$ cat config.mk
export PLATFORM = sky130hd
export DESIGN_NAME = fsc_seq
export DESIGN_NICKNAME = d
export VERILOG_FILES = /design/src/rtl/fsc_pkg.sv /design/src/rtl/fsc_pwm_if.sv /design/src/rtl/fsc_pwm.sv /design/src/rtl/fsc_seq.sv
export SDC_FILE = /design/constraint.sdc
export NUM_CORES = 1
export LEC_CHECK = 0
export ABC_AREA = 0
export BUFFER_PORTS_ARGS = -buffer_cell sky130_fd_sc_hd__buf_2
export CORE_UTILIZATION = 60
export DETAILED_ROUTE_END_ITERATION = 10
export GPL_ROUTABILITY_DRIVEN = 1
export GPL_TIMING_DRIVEN = 0
export PLACE_DENSITY = 0.85
export SLEW_MARGIN = 0
export SYNTH_ARGS = -nofsm -noshare
export SYNTH_HDL_FRONTEND = slang
export SYNTH_SLANG_ARGS = --single-unit
$ cat constraint.sdc
create_clock -name sys_clk_i -period 2.8 [get_ports sys_clk_i]
set_input_delay 0.84 -clock sys_clk_i [delete_from_list [all_inputs] [get_ports sys_clk_i]]
set_output_delay 0.84 -clock sys_clk_i [all_outputs]
set_load 0.01 [all_outputs]
$ cat src/rtl/fsc_pkg.sv
// Shared constants and types for the flyback start-up and protection sequencer.
// Assumes a single 100 MHz system clock; all timing counts derive from it.
package fsc_pkg;
  // System clock period in nanoseconds.
  localparam int CLK_PERIOD_NS = 10;
  // Soft-start interval, 3.5 ms, in nanoseconds.
  localparam int SOFT_START_NS = 3_500_000;
  // Soft-start interval in clock cycles, rounded up.
  localparam int SOFT_START_CYC = (SOFT_START_NS + CLK_PERIOD_NS - 1) / CLK_PERIOD_NS;
  // Least continuous brownout time, 32 ms, in nanoseconds.
  localparam int BROWNOUT_NS = 32_000_000;
  // Least brownout time in clock cycles, rounded up.
  localparam int BROWNOUT_CYC = (BROWNOUT_NS + CLK_PERIOD_NS - 1) / CLK_PERIOD_NS;
  // Switching period in clock cycles, about 650 kHz.
  localparam int SW_PERIOD_CYC = 154;
  // Largest duty cycle in percent.
  localparam int MAX_DUTY_PCT = 90;
  // Consecutive overvoltage switching cycles that latch.
  localparam logic [2:0] OVP_CONSEC = 3'h4;
  // Consecutive failed temperature measurements that latch.
  localparam logic [2:0] OTP_CONSEC = 3'h4;
  // Consecutive strokes ended at maximum duty that restart.
  localparam logic [3:0] MAXDUTY_CONSEC = 4'h8;
  // Width and full value of the soft-start peak limit.
  localparam int PEAK_W = 8;
  localparam logic [PEAK_W-1:0] PEAK_MAX = 8'hFF;
  localparam logic [PEAK_W-1:0] PEAK_MIN = 8'h00;
  // Sequencer states, one-hot.
  typedef enum logic [4:0] {
    ST_WAIT    = 5'h01,
    ST_CHECK   = 5'h02,
    ST_RUN     = 5'h04,
    ST_RESTART = 5'h08,
    ST_LATCHED = 5'h10
  } fsc_state_type;
endpackage

$ cat src/rtl/fsc_pwm_if.sv
// Interface between the sequencer and its gate pulse generator.
// Assumes both ends run on the same system clock.
`timescale 1ns/10ps
interface fsc_pwm_if;
  logic en;          // Switching allowed this cycle.
  logic cs_trip;     // Current sense reached the peak limit.
  logic gate;        // Gate drive level.
  logic stroke_end;  // One-cycle pulse at the end of each switching period.
  logic stroke_max;  // The stroke just ended was cut at maximum duty.
  modport main (output en, output cs_trip, input gate, input stroke_end, input stroke_max);
  modport pwm  (input en, input cs_trip, output gate, output stroke_end, output stroke_max);
endinterface

$ cat src/rtl/fsc_pwm.sv
// Fixed-period gate pulse generator with a hard duty-cycle ceiling.
// Assumes the current sense trip input is synchronous to the system clock.
`timescale 1ns/10ps
module fsc_pwm #(
  parameter int PERIOD_CYC = fsc_pkg::SW_PERIOD_CYC
) (
  input  wire logic sys_clk_i,
  input  wire logic rst_i,
  fsc_pwm_if.pwm    bus
);
  // Longest on-time in cycles, rounded down so duty never exceeds the ceiling.
  localparam int MAX_ON = PERIOD_CYC * fsc_pkg::MAX_DUTY_PCT / 100;
  localparam int PW     = $clog2(PERIOD_CYC);
  localparam logic [PW-1:0] CNT_LAST = PW'(PERIOD_CYC - 1);
  localparam logic [PW-1:0] ON_LAST  = PW'(MAX_ON - 1);
  localparam logic [PW-1:0] CNT_ZERO = '0;

  // Refuse periods too short to hold a useful on-time.
  if (PERIOD_CYC < 4) begin : g_chk
    $error("fsc_pwm: PERIOD_CYC too small.");
  end

  // Whole state of the generator.
  typedef struct packed {
    logic [PW-1:0] cnt;         // Position within the switching period.
    logic          gate;        // Gate level.
    logic          cut;         // Current stroke was cut at maximum duty.
    logic          stroke_end;  // End-of-period pulse.
    logic          stroke_max;  // Cut flag of the finished stroke.
  } fsc_pwm_state_type;

  fsc_pwm_state_type s_r;
  fsc_pwm_state_type s_nxt;

  // Next-state logic for period count and gate.
  always_comb begin
    s_nxt            = s_r;
    s_nxt.stroke_end = 1'b0;
    if (s_r.cnt == CNT_LAST) begin
      // Period ends: report the stroke and start a new one.
      s_nxt.cnt        = CNT_ZERO;
      s_nxt.stroke_end = 1'b1;
      s_nxt.stroke_max = s_r.cut;
      s_nxt.cut        = 1'b0;
      s_nxt.gate       = bus.en;
    end else begin
      s_nxt.cnt = s_r.cnt + 1'b1;
      if (s_r.gate && s_r.cnt == ON_LAST) begin
        s_nxt.gate = 1'b0;
        s_nxt.cut  = 1'b1;
      end else if (bus.cs_trip) begin
        // Peak current reached: end the primary stroke.
        s_nxt.gate = 1'b0;
      end
    end
    // Switching withdrawn: gate drops at once.
    if (!bus.en) begin
      s_nxt.gate = 1'b0;
    end
  end

  // State register.
  always_ff @(posedge sys_clk_i) begin
    if (rst_i) begin
      s_r <= '0;
    end else begin
      s_r <= s_nxt;
    end
  end

  assign bus.gate       = s_r.gate;
  assign bus.stroke_end = s_r.stroke_end;
  assign bus.stroke_max = s_r.stroke_max;
endmodule

$ cat src/rtl/fsc_seq.sv
// Start-up and protection sequencer of a flyback controller.
// Assumes all comparator indications are qualified levels or pulses on sys_clk_i.
// Summary of operation
// - Wait at start-up level, check sense first.
// - Start only with mains and temperature good.
// - Ramp peak limit over 3.5 ms soft-start.
// - Any protection stops gate, restart or latch.
// - Brownout and maximum duty lead to restart.
// - Overload, lockout, overvoltage, overtemperature latch off.
// - Restart: wait lockout, power down, recharge.
// - Latch: power down now, clamp supply.
// - Lockout during run is a latched protection.
// - Duty cycle never above 90 percent.
// - Brownout after 32 ms continuously below.
// - External overtemperature after four failed measurements.
// - Restart after eight strokes at maximum duty.
// - Supply overvoltage latches after four cycles.
`timescale 1ns/10ps
module fsc_seq #(
  parameter int SOFT_START_CYC = fsc_pkg::SOFT_START_CYC,
  parameter int BROWNOUT_CYC   = fsc_pkg::BROWNOUT_CYC,
  parameter int PERIOD_CYC     = fsc_pkg::SW_PERIOD_CYC
) (
  input  wire logic                      sys_clk_i,
  input  wire logic                      rst_i,
  input  wire logic                      supply_startup_i,
  input  wire logic                      supply_low_lockout_i,
  input  wire logic                      supply_latch_release_i,
  input  wire logic                      meas_mains_done_i,
  input  wire logic                      mains_above_brownin_i,
  input  wire logic                      mains_below_brownout_i,
  input  wire logic                      meas_temp_done_i,
  input  wire logic                      temp_above_det_i,
  input  wire logic                      current_sense_pin_trip_i,
  input  wire logic                      ovp_supply_i,
  input  wire logic                      ovp_sense_i,
  input  wire logic                      int_ovp_i,
  input  wire logic                      int_otp_i,
  input  wire logic                      overload_timeout_protection_i,
  output logic                           gate_o,
  output logic                           power_down_o,
  output logic                           supply_clamp_o,
  output logic [fsc_pkg::PEAK_W-1:0]     peak_limit_o,
  output logic                           restart_o,
  output logic                           latched_o
);
  // Number of peak limit steps from the lowest to the full level.
  localparam int PEAK_STEPS = int'(fsc_pkg::PEAK_MAX);
  // Soft-start cycles per peak limit step.
  localparam int SS_STEP = SOFT_START_CYC / PEAK_STEPS;
  localparam int SS_W    = $clog2(SS_STEP + 1);
  localparam int BO_W    = $clog2(BROWNOUT_CYC + 1);
  localparam logic [SS_W-1:0] SS_LAST = SS_W'(SS_STEP - 1);
  localparam logic [BO_W-1:0] BO_LAST = BO_W'(BROWNOUT_CYC - 1);
  // Last counts of the run-length counters, one below the firing count.
  localparam logic [3:0] MAXDUTY_M1 = fsc_pkg::MAXDUTY_CONSEC - 4'h1;
  localparam logic [2:0] OVP_M1     = fsc_pkg::OVP_CONSEC - 3'h1;
  localparam logic [2:0] OTP_M1     = fsc_pkg::OTP_CONSEC - 3'h1;

  // Refuse counts the counters cannot serve.
  if (SOFT_START_CYC < PEAK_STEPS || BROWNOUT_CYC < 2) begin : g_chk
    $error("fsc_seq: timing parameters too small.");
  end

  // Whole state of the sequencer.
  typedef struct packed {
    fsc_pkg::fsc_state_type       st;        // Sequencer state.
    logic                         mains_ok;  // Mains passed the brownin check.
    logic                         temp_ok;   // Temperature passed its check.
    logic [2:0]                   ovp_cnt;   // Supply overvoltage run length.
    logic [2:0]                   sns_cnt;   // Sense-pin overvoltage run length.
    logic [2:0]                   otp_cnt;   // Failed temperature run length.
    logic [3:0]                   md_cnt;    // Maximum duty stroke run length.
    logic [BO_W-1:0]              bo_cnt;    // Cycles continuously below brownout.
    logic [SS_W-1:0]              ss_cnt;    // Cycles within a soft-start step.
    logic [fsc_pkg::PEAK_W-1:0]   peak;      // Allowed peak level.
  } fsc_seq_state_type;

  fsc_seq_state_type s_r;
  fsc_seq_state_type s_nxt;
  fsc_pwm_if         pif ();
  logic              latch_evt;    // A latched protection fires this cycle.
  logic              restart_evt;  // A restart protection fires this cycle.
  logic              bo_hit;       // Brownout time elapsed.
  logic              md_hit;       // Eighth maximum duty stroke.
  logic              ovp_hit;      // Fourth supply overvoltage cycle.
  logic              sns_hit;      // Fourth sense overvoltage cycle.
  logic              otp_hit;      // Fourth failed temperature measurement.
  logic              in_run;       // Sequencer is switching.

  assign in_run = (s_r.st == fsc_pkg::ST_RUN);

  // Protection event decode from the run-length counters and direct inputs.
  always_comb begin
    bo_hit  = mains_below_brownout_i && s_r.bo_cnt == BO_LAST;
    md_hit  = pif.stroke_end && pif.stroke_max && s_r.md_cnt == MAXDUTY_M1;
    ovp_hit = pif.stroke_end && ovp_supply_i && s_r.ovp_cnt == OVP_M1;
    sns_hit = pif.stroke_end && ovp_sense_i && s_r.sns_cnt == OVP_M1;
    otp_hit = meas_temp_done_i && !temp_above_det_i && s_r.otp_cnt == OTP_M1;
    latch_evt = in_run && (overload_timeout_protection_i || supply_low_lockout_i ||
                int_ovp_i || int_otp_i || ovp_hit || sns_hit || otp_hit);
    restart_evt = in_run && (bo_hit || md_hit);
  end

  // Next-state logic of the sequencer.
  always_comb begin
    s_nxt = s_r;
    case (s_r.st)
      fsc_pkg::ST_WAIT: begin
        if (supply_startup_i) begin
          s_nxt.st       = fsc_pkg::ST_CHECK;
          s_nxt.mains_ok = 1'b0;
          s_nxt.temp_ok  = 1'b0;
        end
      end
      fsc_pkg::ST_CHECK: begin
        // Record the latest result of each measuring phase.
        if (meas_mains_done_i) begin
          s_nxt.mains_ok = mains_above_brownin_i;
        end
        if (meas_temp_done_i) begin
          s_nxt.temp_ok = temp_above_det_i;
        end
        if (s_r.mains_ok && s_r.temp_ok) begin
          s_nxt         = '0;
          s_nxt.st      = fsc_pkg::ST_RUN;
        end else if (supply_low_lockout_i) begin
          // Supply collapsed before switching: wait for recharge.
          s_nxt.st = fsc_pkg::ST_WAIT;
        end
      end
      fsc_pkg::ST_RUN: begin
        if (s_r.peak != fsc_pkg::PEAK_MAX) begin
          if (s_r.ss_cnt == SS_LAST) begin
            s_nxt.ss_cnt = '0;
            s_nxt.peak   = s_r.peak + 1'b1;
          end else begin
            s_nxt.ss_cnt = s_r.ss_cnt + 1'b1;
          end
        end
        s_nxt.bo_cnt = mains_below_brownout_i ? s_r.bo_cnt + 1'b1 : '0;
        // Per-cycle run lengths, cleared by any good cycle.
        if (pif.stroke_end) begin
          s_nxt.md_cnt  = pif.stroke_max ? s_r.md_cnt + 1'b1 : 4'h0;
          s_nxt.ovp_cnt = ovp_supply_i ? s_r.ovp_cnt + 1'b1 : 3'h0;
          s_nxt.sns_cnt = ovp_sense_i ? s_r.sns_cnt + 1'b1 : 3'h0;
        end
        if (meas_temp_done_i) begin
          s_nxt.otp_cnt = temp_above_det_i ? 3'h0 : s_r.otp_cnt + 1'b1;
        end
        if (latch_evt) begin
          s_nxt.st   = fsc_pkg::ST_LATCHED;
          s_nxt.peak = fsc_pkg::PEAK_MIN;
        end else if (restart_evt) begin
          s_nxt.st   = fsc_pkg::ST_RESTART;
          s_nxt.peak = fsc_pkg::PEAK_MIN;
        end
      end
      fsc_pkg::ST_RESTART: begin
        if (supply_low_lockout_i) begin
          s_nxt.st = fsc_pkg::ST_WAIT;
        end
      end
      fsc_pkg::ST_LATCHED: begin
        s_nxt.st = fsc_pkg::ST_LATCHED;
      end
      default: begin
        s_nxt = '0;
        s_nxt.st = fsc_pkg::ST_WAIT;
      end
    endcase
    if (supply_latch_release_i) begin
      s_nxt    = '0;
      s_nxt.st = fsc_pkg::ST_WAIT;
    end
  end

  // State register.
  always_ff @(posedge sys_clk_i) begin
    if (rst_i) begin
      s_r    <= '0;
      s_r.st <= fsc_pkg::ST_WAIT;
    end else begin
      s_r <= s_nxt;
    end
  end

  // Gate generator; it sees the next state so the gate drops on the trip edge.
  assign pif.en      = (s_nxt.st == fsc_pkg::ST_RUN);
  assign pif.cs_trip = current_sense_pin_trip_i;

  fsc_pwm #(
    .PERIOD_CYC (PERIOD_CYC)
  ) u_pwm (
    .sys_clk_i (sys_clk_i),
    .rst_i     (rst_i),
    .bus       (pif.pwm)
  );

  // Outputs decoded from registered state.
  assign gate_o         = pif.gate;
  assign power_down_o   = (s_r.st == fsc_pkg::ST_WAIT) || (s_r.st == fsc_pkg::ST_LATCHED);
  assign supply_clamp_o = (s_r.st == fsc_pkg::ST_LATCHED);
  assign peak_limit_o   = s_r.peak;
  assign restart_o      = (s_r.st == fsc_pkg::ST_RESTART);
  assign latched_o      = (s_r.st == fsc_pkg::ST_LATCHED);
endmodule

==> impl_metrics.py <==
metrics = {
    "routing": {
        "met3_length_um": 354,
        "drc": 0,
        "drtIter0Drc": 270,
        "routed_wl_um": 7830,
        "wire_per_inst_um": 13.4,
        "routed.top_layer": "met4",
        "first_pass_iters": 6,
        "wl_met2_um": 3680,
        "vias": 3358,
        "drt-met1-wl_um": 3680,
        "avgViaCountPerCell": 5.75,
        "final_antenna_net_count": 0,
    },
    "sta": {
        "slew_viol_final": 0,
        "max_freq_ghz": 0.408,
        "finClkSkew_ps": 9.40,
        "hold_violations": 0,
        "setup_viol": 0,
        "fin_crit_ps": 2450,
        "tns_ps": 0,
        "timing.final.crit_share_pct": 87.5,
        "worst_slew_pin_slew_ps": 644,
        "slew_headroom_pct": 56.7,
        "rsz0062_at_grt": "no",
    },
    "setup_path": {
        "endpoint_kind": "output pin",
        "critPathSlowestCell": "or4_4",
        "criticalPathCategory": "flop to output pin",
        "crit_path_cell_trace": "xnor2_1, or4_4, inv_2, buf_2",
        "arrival_ps": 1610,
        "startpoint_type": "flop",
        "worstPathRequired_ps": 1960,
        "critical-path-max-stage-delay_ps": 470,
        "critPathMaxFanout": 6,
    },
    "global_route": {
        "grt_pass1_vias": 2935,
        "grt_antenna_before_repair": 0,
        "grt.total_usage_pct": 24.8,
        "grt_pass1_wl_um": 12700,
        "grt_max_degree": 14,
        "overflow": 0,
    },
    "clock_tree": {
        "cts_setup_buffers": 0,
        "cts_tree": "built",
        "cts_htree_levels": 3,
        "clk-insertion-delay-late_ps": 350,
        "clk_path_buf_depth": 2,
        "cts_root_buffer": "clkbuf_8",
        "cts.clk_slew.worst_paths_ps": 70,
        "hold_buffers": 0,
        "ctsResizeCount": 0,
        "cts_buffers": 9,
        "clock-sinks": 73,
    },
    "place": {
        "port_buffers": 27,
        "gp_congestion": 0.932,
        "hpwl_um": 5620,
    },
    "final_layout": {
        "fin_nets": 532,
        "diodes": 0,
        "final_util_pct": 70.5,
        "drive_gt1_share_pct": 15.1,
        "syn2layout_area_growth_pct": 11.5,
    },
    "die": {
        "dieArea_um2": 6630,
        "core_area_um2": 5990,
        "die_x_um": 81.5,
        "rows": 28,
        "fp.dieH_um": 81.5,
        "io_pins": 29,
        "start_util_pct": 63.2,
    },
    "power_and_ir_drop": {
        "p_leak_nw": 1.53,
        "finalPower_w": 0.00204,
        "power_density_nw_per_um2": 484,
        "irDropWorstVdd_uv": 422,
    },
    "status": {
        "status": "completed",
    },
    "yosys": {
        "syn-num-nets": 494,
        "avgSynthCellArea_um2": 8.13,
        "synth_seq_area_share_pct": 38.6,
        "synth_warnings": 0,
        "synth_cells": 466,
        "syn_area_um2": 3790,
        "ys_types": 51,
        "synth_seq_cells": 73,
    },
    "hold_path": {
        "hold_path_class": "flop to flop",
    },
    "run": {
        "cap_violations": 0,
    },
}
==> layout by cell type (no fill, tap or decap), drive strengths merged, types with 3 or more instances in the layout <==
cell type	instances
xor2	21
clkbuf	17
nor2b	3
a21oi	28
nor2	72
nor3	22
nand3	41
nand4	17
mux2i	9
buf	44
nand2b	7
o21ai	22
or3	8
xnor2	13
inv	16
ha	12
nor4	6
dfxtp	73
nand2	36
nand3b	4
and3	14
==> kinds of logic after synthesis <==
logic type / Yosys count / share of synthesized area [%]
compound gates: 59 / 9.02
xor+xnor: 34 / 7.86
fa+ha+maj: 12 / 3.96
buf+inv: 38 / 5.62
flops: 73 / 38.6
mux: 9 / 2.38
simple gates: 241 / 32.6
==> critical path: cells and delay by family (launching register included) <==
kind	cells	cell delay [ps]
simple gates	1	470
flops	1	440
buf+inv	2	260
xor+xnor	1	100
==> routing by layer <==
layer / GRT usage, % / vias to the layer above
met3: 4.78 / 11
met5: 0 / -
met4: 10.2 / 0
met1: 31.1 / 1565
li1: - / 1694
met2: 41.8 / 88
==> synthesized netlist by cell type, drive strengths merged <==
library cell / number / area [µm²]
dfxtp: 73 / 1460
nor2: 72 / 273
nand3: 41 / 215
nand2: 36 / 138
a21oi: 28 / 148
nor3: 22 / 121
o21ai: 22 / 114
xor2: 21 / 184
buf: 17 / 134
nand4: 17 / 113
inv: 15 / 56.3
and3: 14 / 88.8
xnor2: 13 / 114
ha: 12 / 150
mux2i: 9 / 90.1
or3: 8 / 55.1
nand2b: 7 / 43.8
clkbuf: 6 / 22.5
nor4: 6 / 43.8
nand3b: 4 / 30.0
nor2b: 3 / 18.8
a21boi: 2 / 18.8
a21o: 2 / 15.0
nand4b: 2 / 17.5
nor4bb: 2 / 20.0
o21a: 2 / 15.0
or2: 2 / 12.5
or4: 2 / 18.8
a22oi: 1 / 7.51
and2: 1 / 6.26
and3b: 1 / 8.76
o2111ai: 1 / 15.0
o221ai: 1 / 8.76
or4b: 1 / 10.0
==> flip-flops by register name, summed over array words and instances (netlist names) <==
register              count
u_pwm.bus.stroke_end      1
u_pwm.bus.gate            1
u_pwm.s_r                 9
u_pwm.bus.stroke_max      1
peak_limit_o              8
s_r                      53
==> final timing paths <==
kind / from / end / slack (ps) / cells after the start
setup reg to reg: s_r[48] / peak_limit_o[5] / 480 / 8
hold reg to reg: s_r[49] / s_r[49] / 460 / 2
hold / removal: s_r[49] / s_r[49] / 460 / 2
setup / recovery: s_r[56] / power_down_o / 350 / 4
==> per-stage QoR <==
step | setup WS [ps] | instances | hold WS, ps | cell area (µm²)
3_3_place_gp | 106 | 568 | 446 | 4020
3_5_place_dp | 138 | 568 | 448 | 4020
4_1_cts | 354 | 584 | 458 | 4220
6_report | 349 | 584 | 456 | 4220
2_1_floorplan | 523 | 466 | 436 | 3790
5_1_grt | 288 | 584 | 476 | 4220
==> final cells by class <==
type / count / area (µm²)
inverter: 15 / 56.3
fill: 468 / 1770
buffer: 23 / 156
tap: 75 / 93.8
clock inverter: 5 / 63.8
timing repair buffer: 27 / 135
clock buffer: 11 / 141
multi-input combinational: 355 / 2110
sequential: 73 / 1460
==> power breakdown <==
group | switching (W) | total (W) | internal, W | leakage [nW]
Combinational | 0.0000915 | 0.000146 | 0.0000541 | 0.842
Sequential | 0.00000994 | 0.00105 | 0.00104 | 0.589
Clock | 0.000402 | 0.000844 | 0.000442 | 0.100
Total | 0.000503 | 0.00204 | 0.00154 | 1.53
Note: power is estimated with default switching activity, not from simulation.
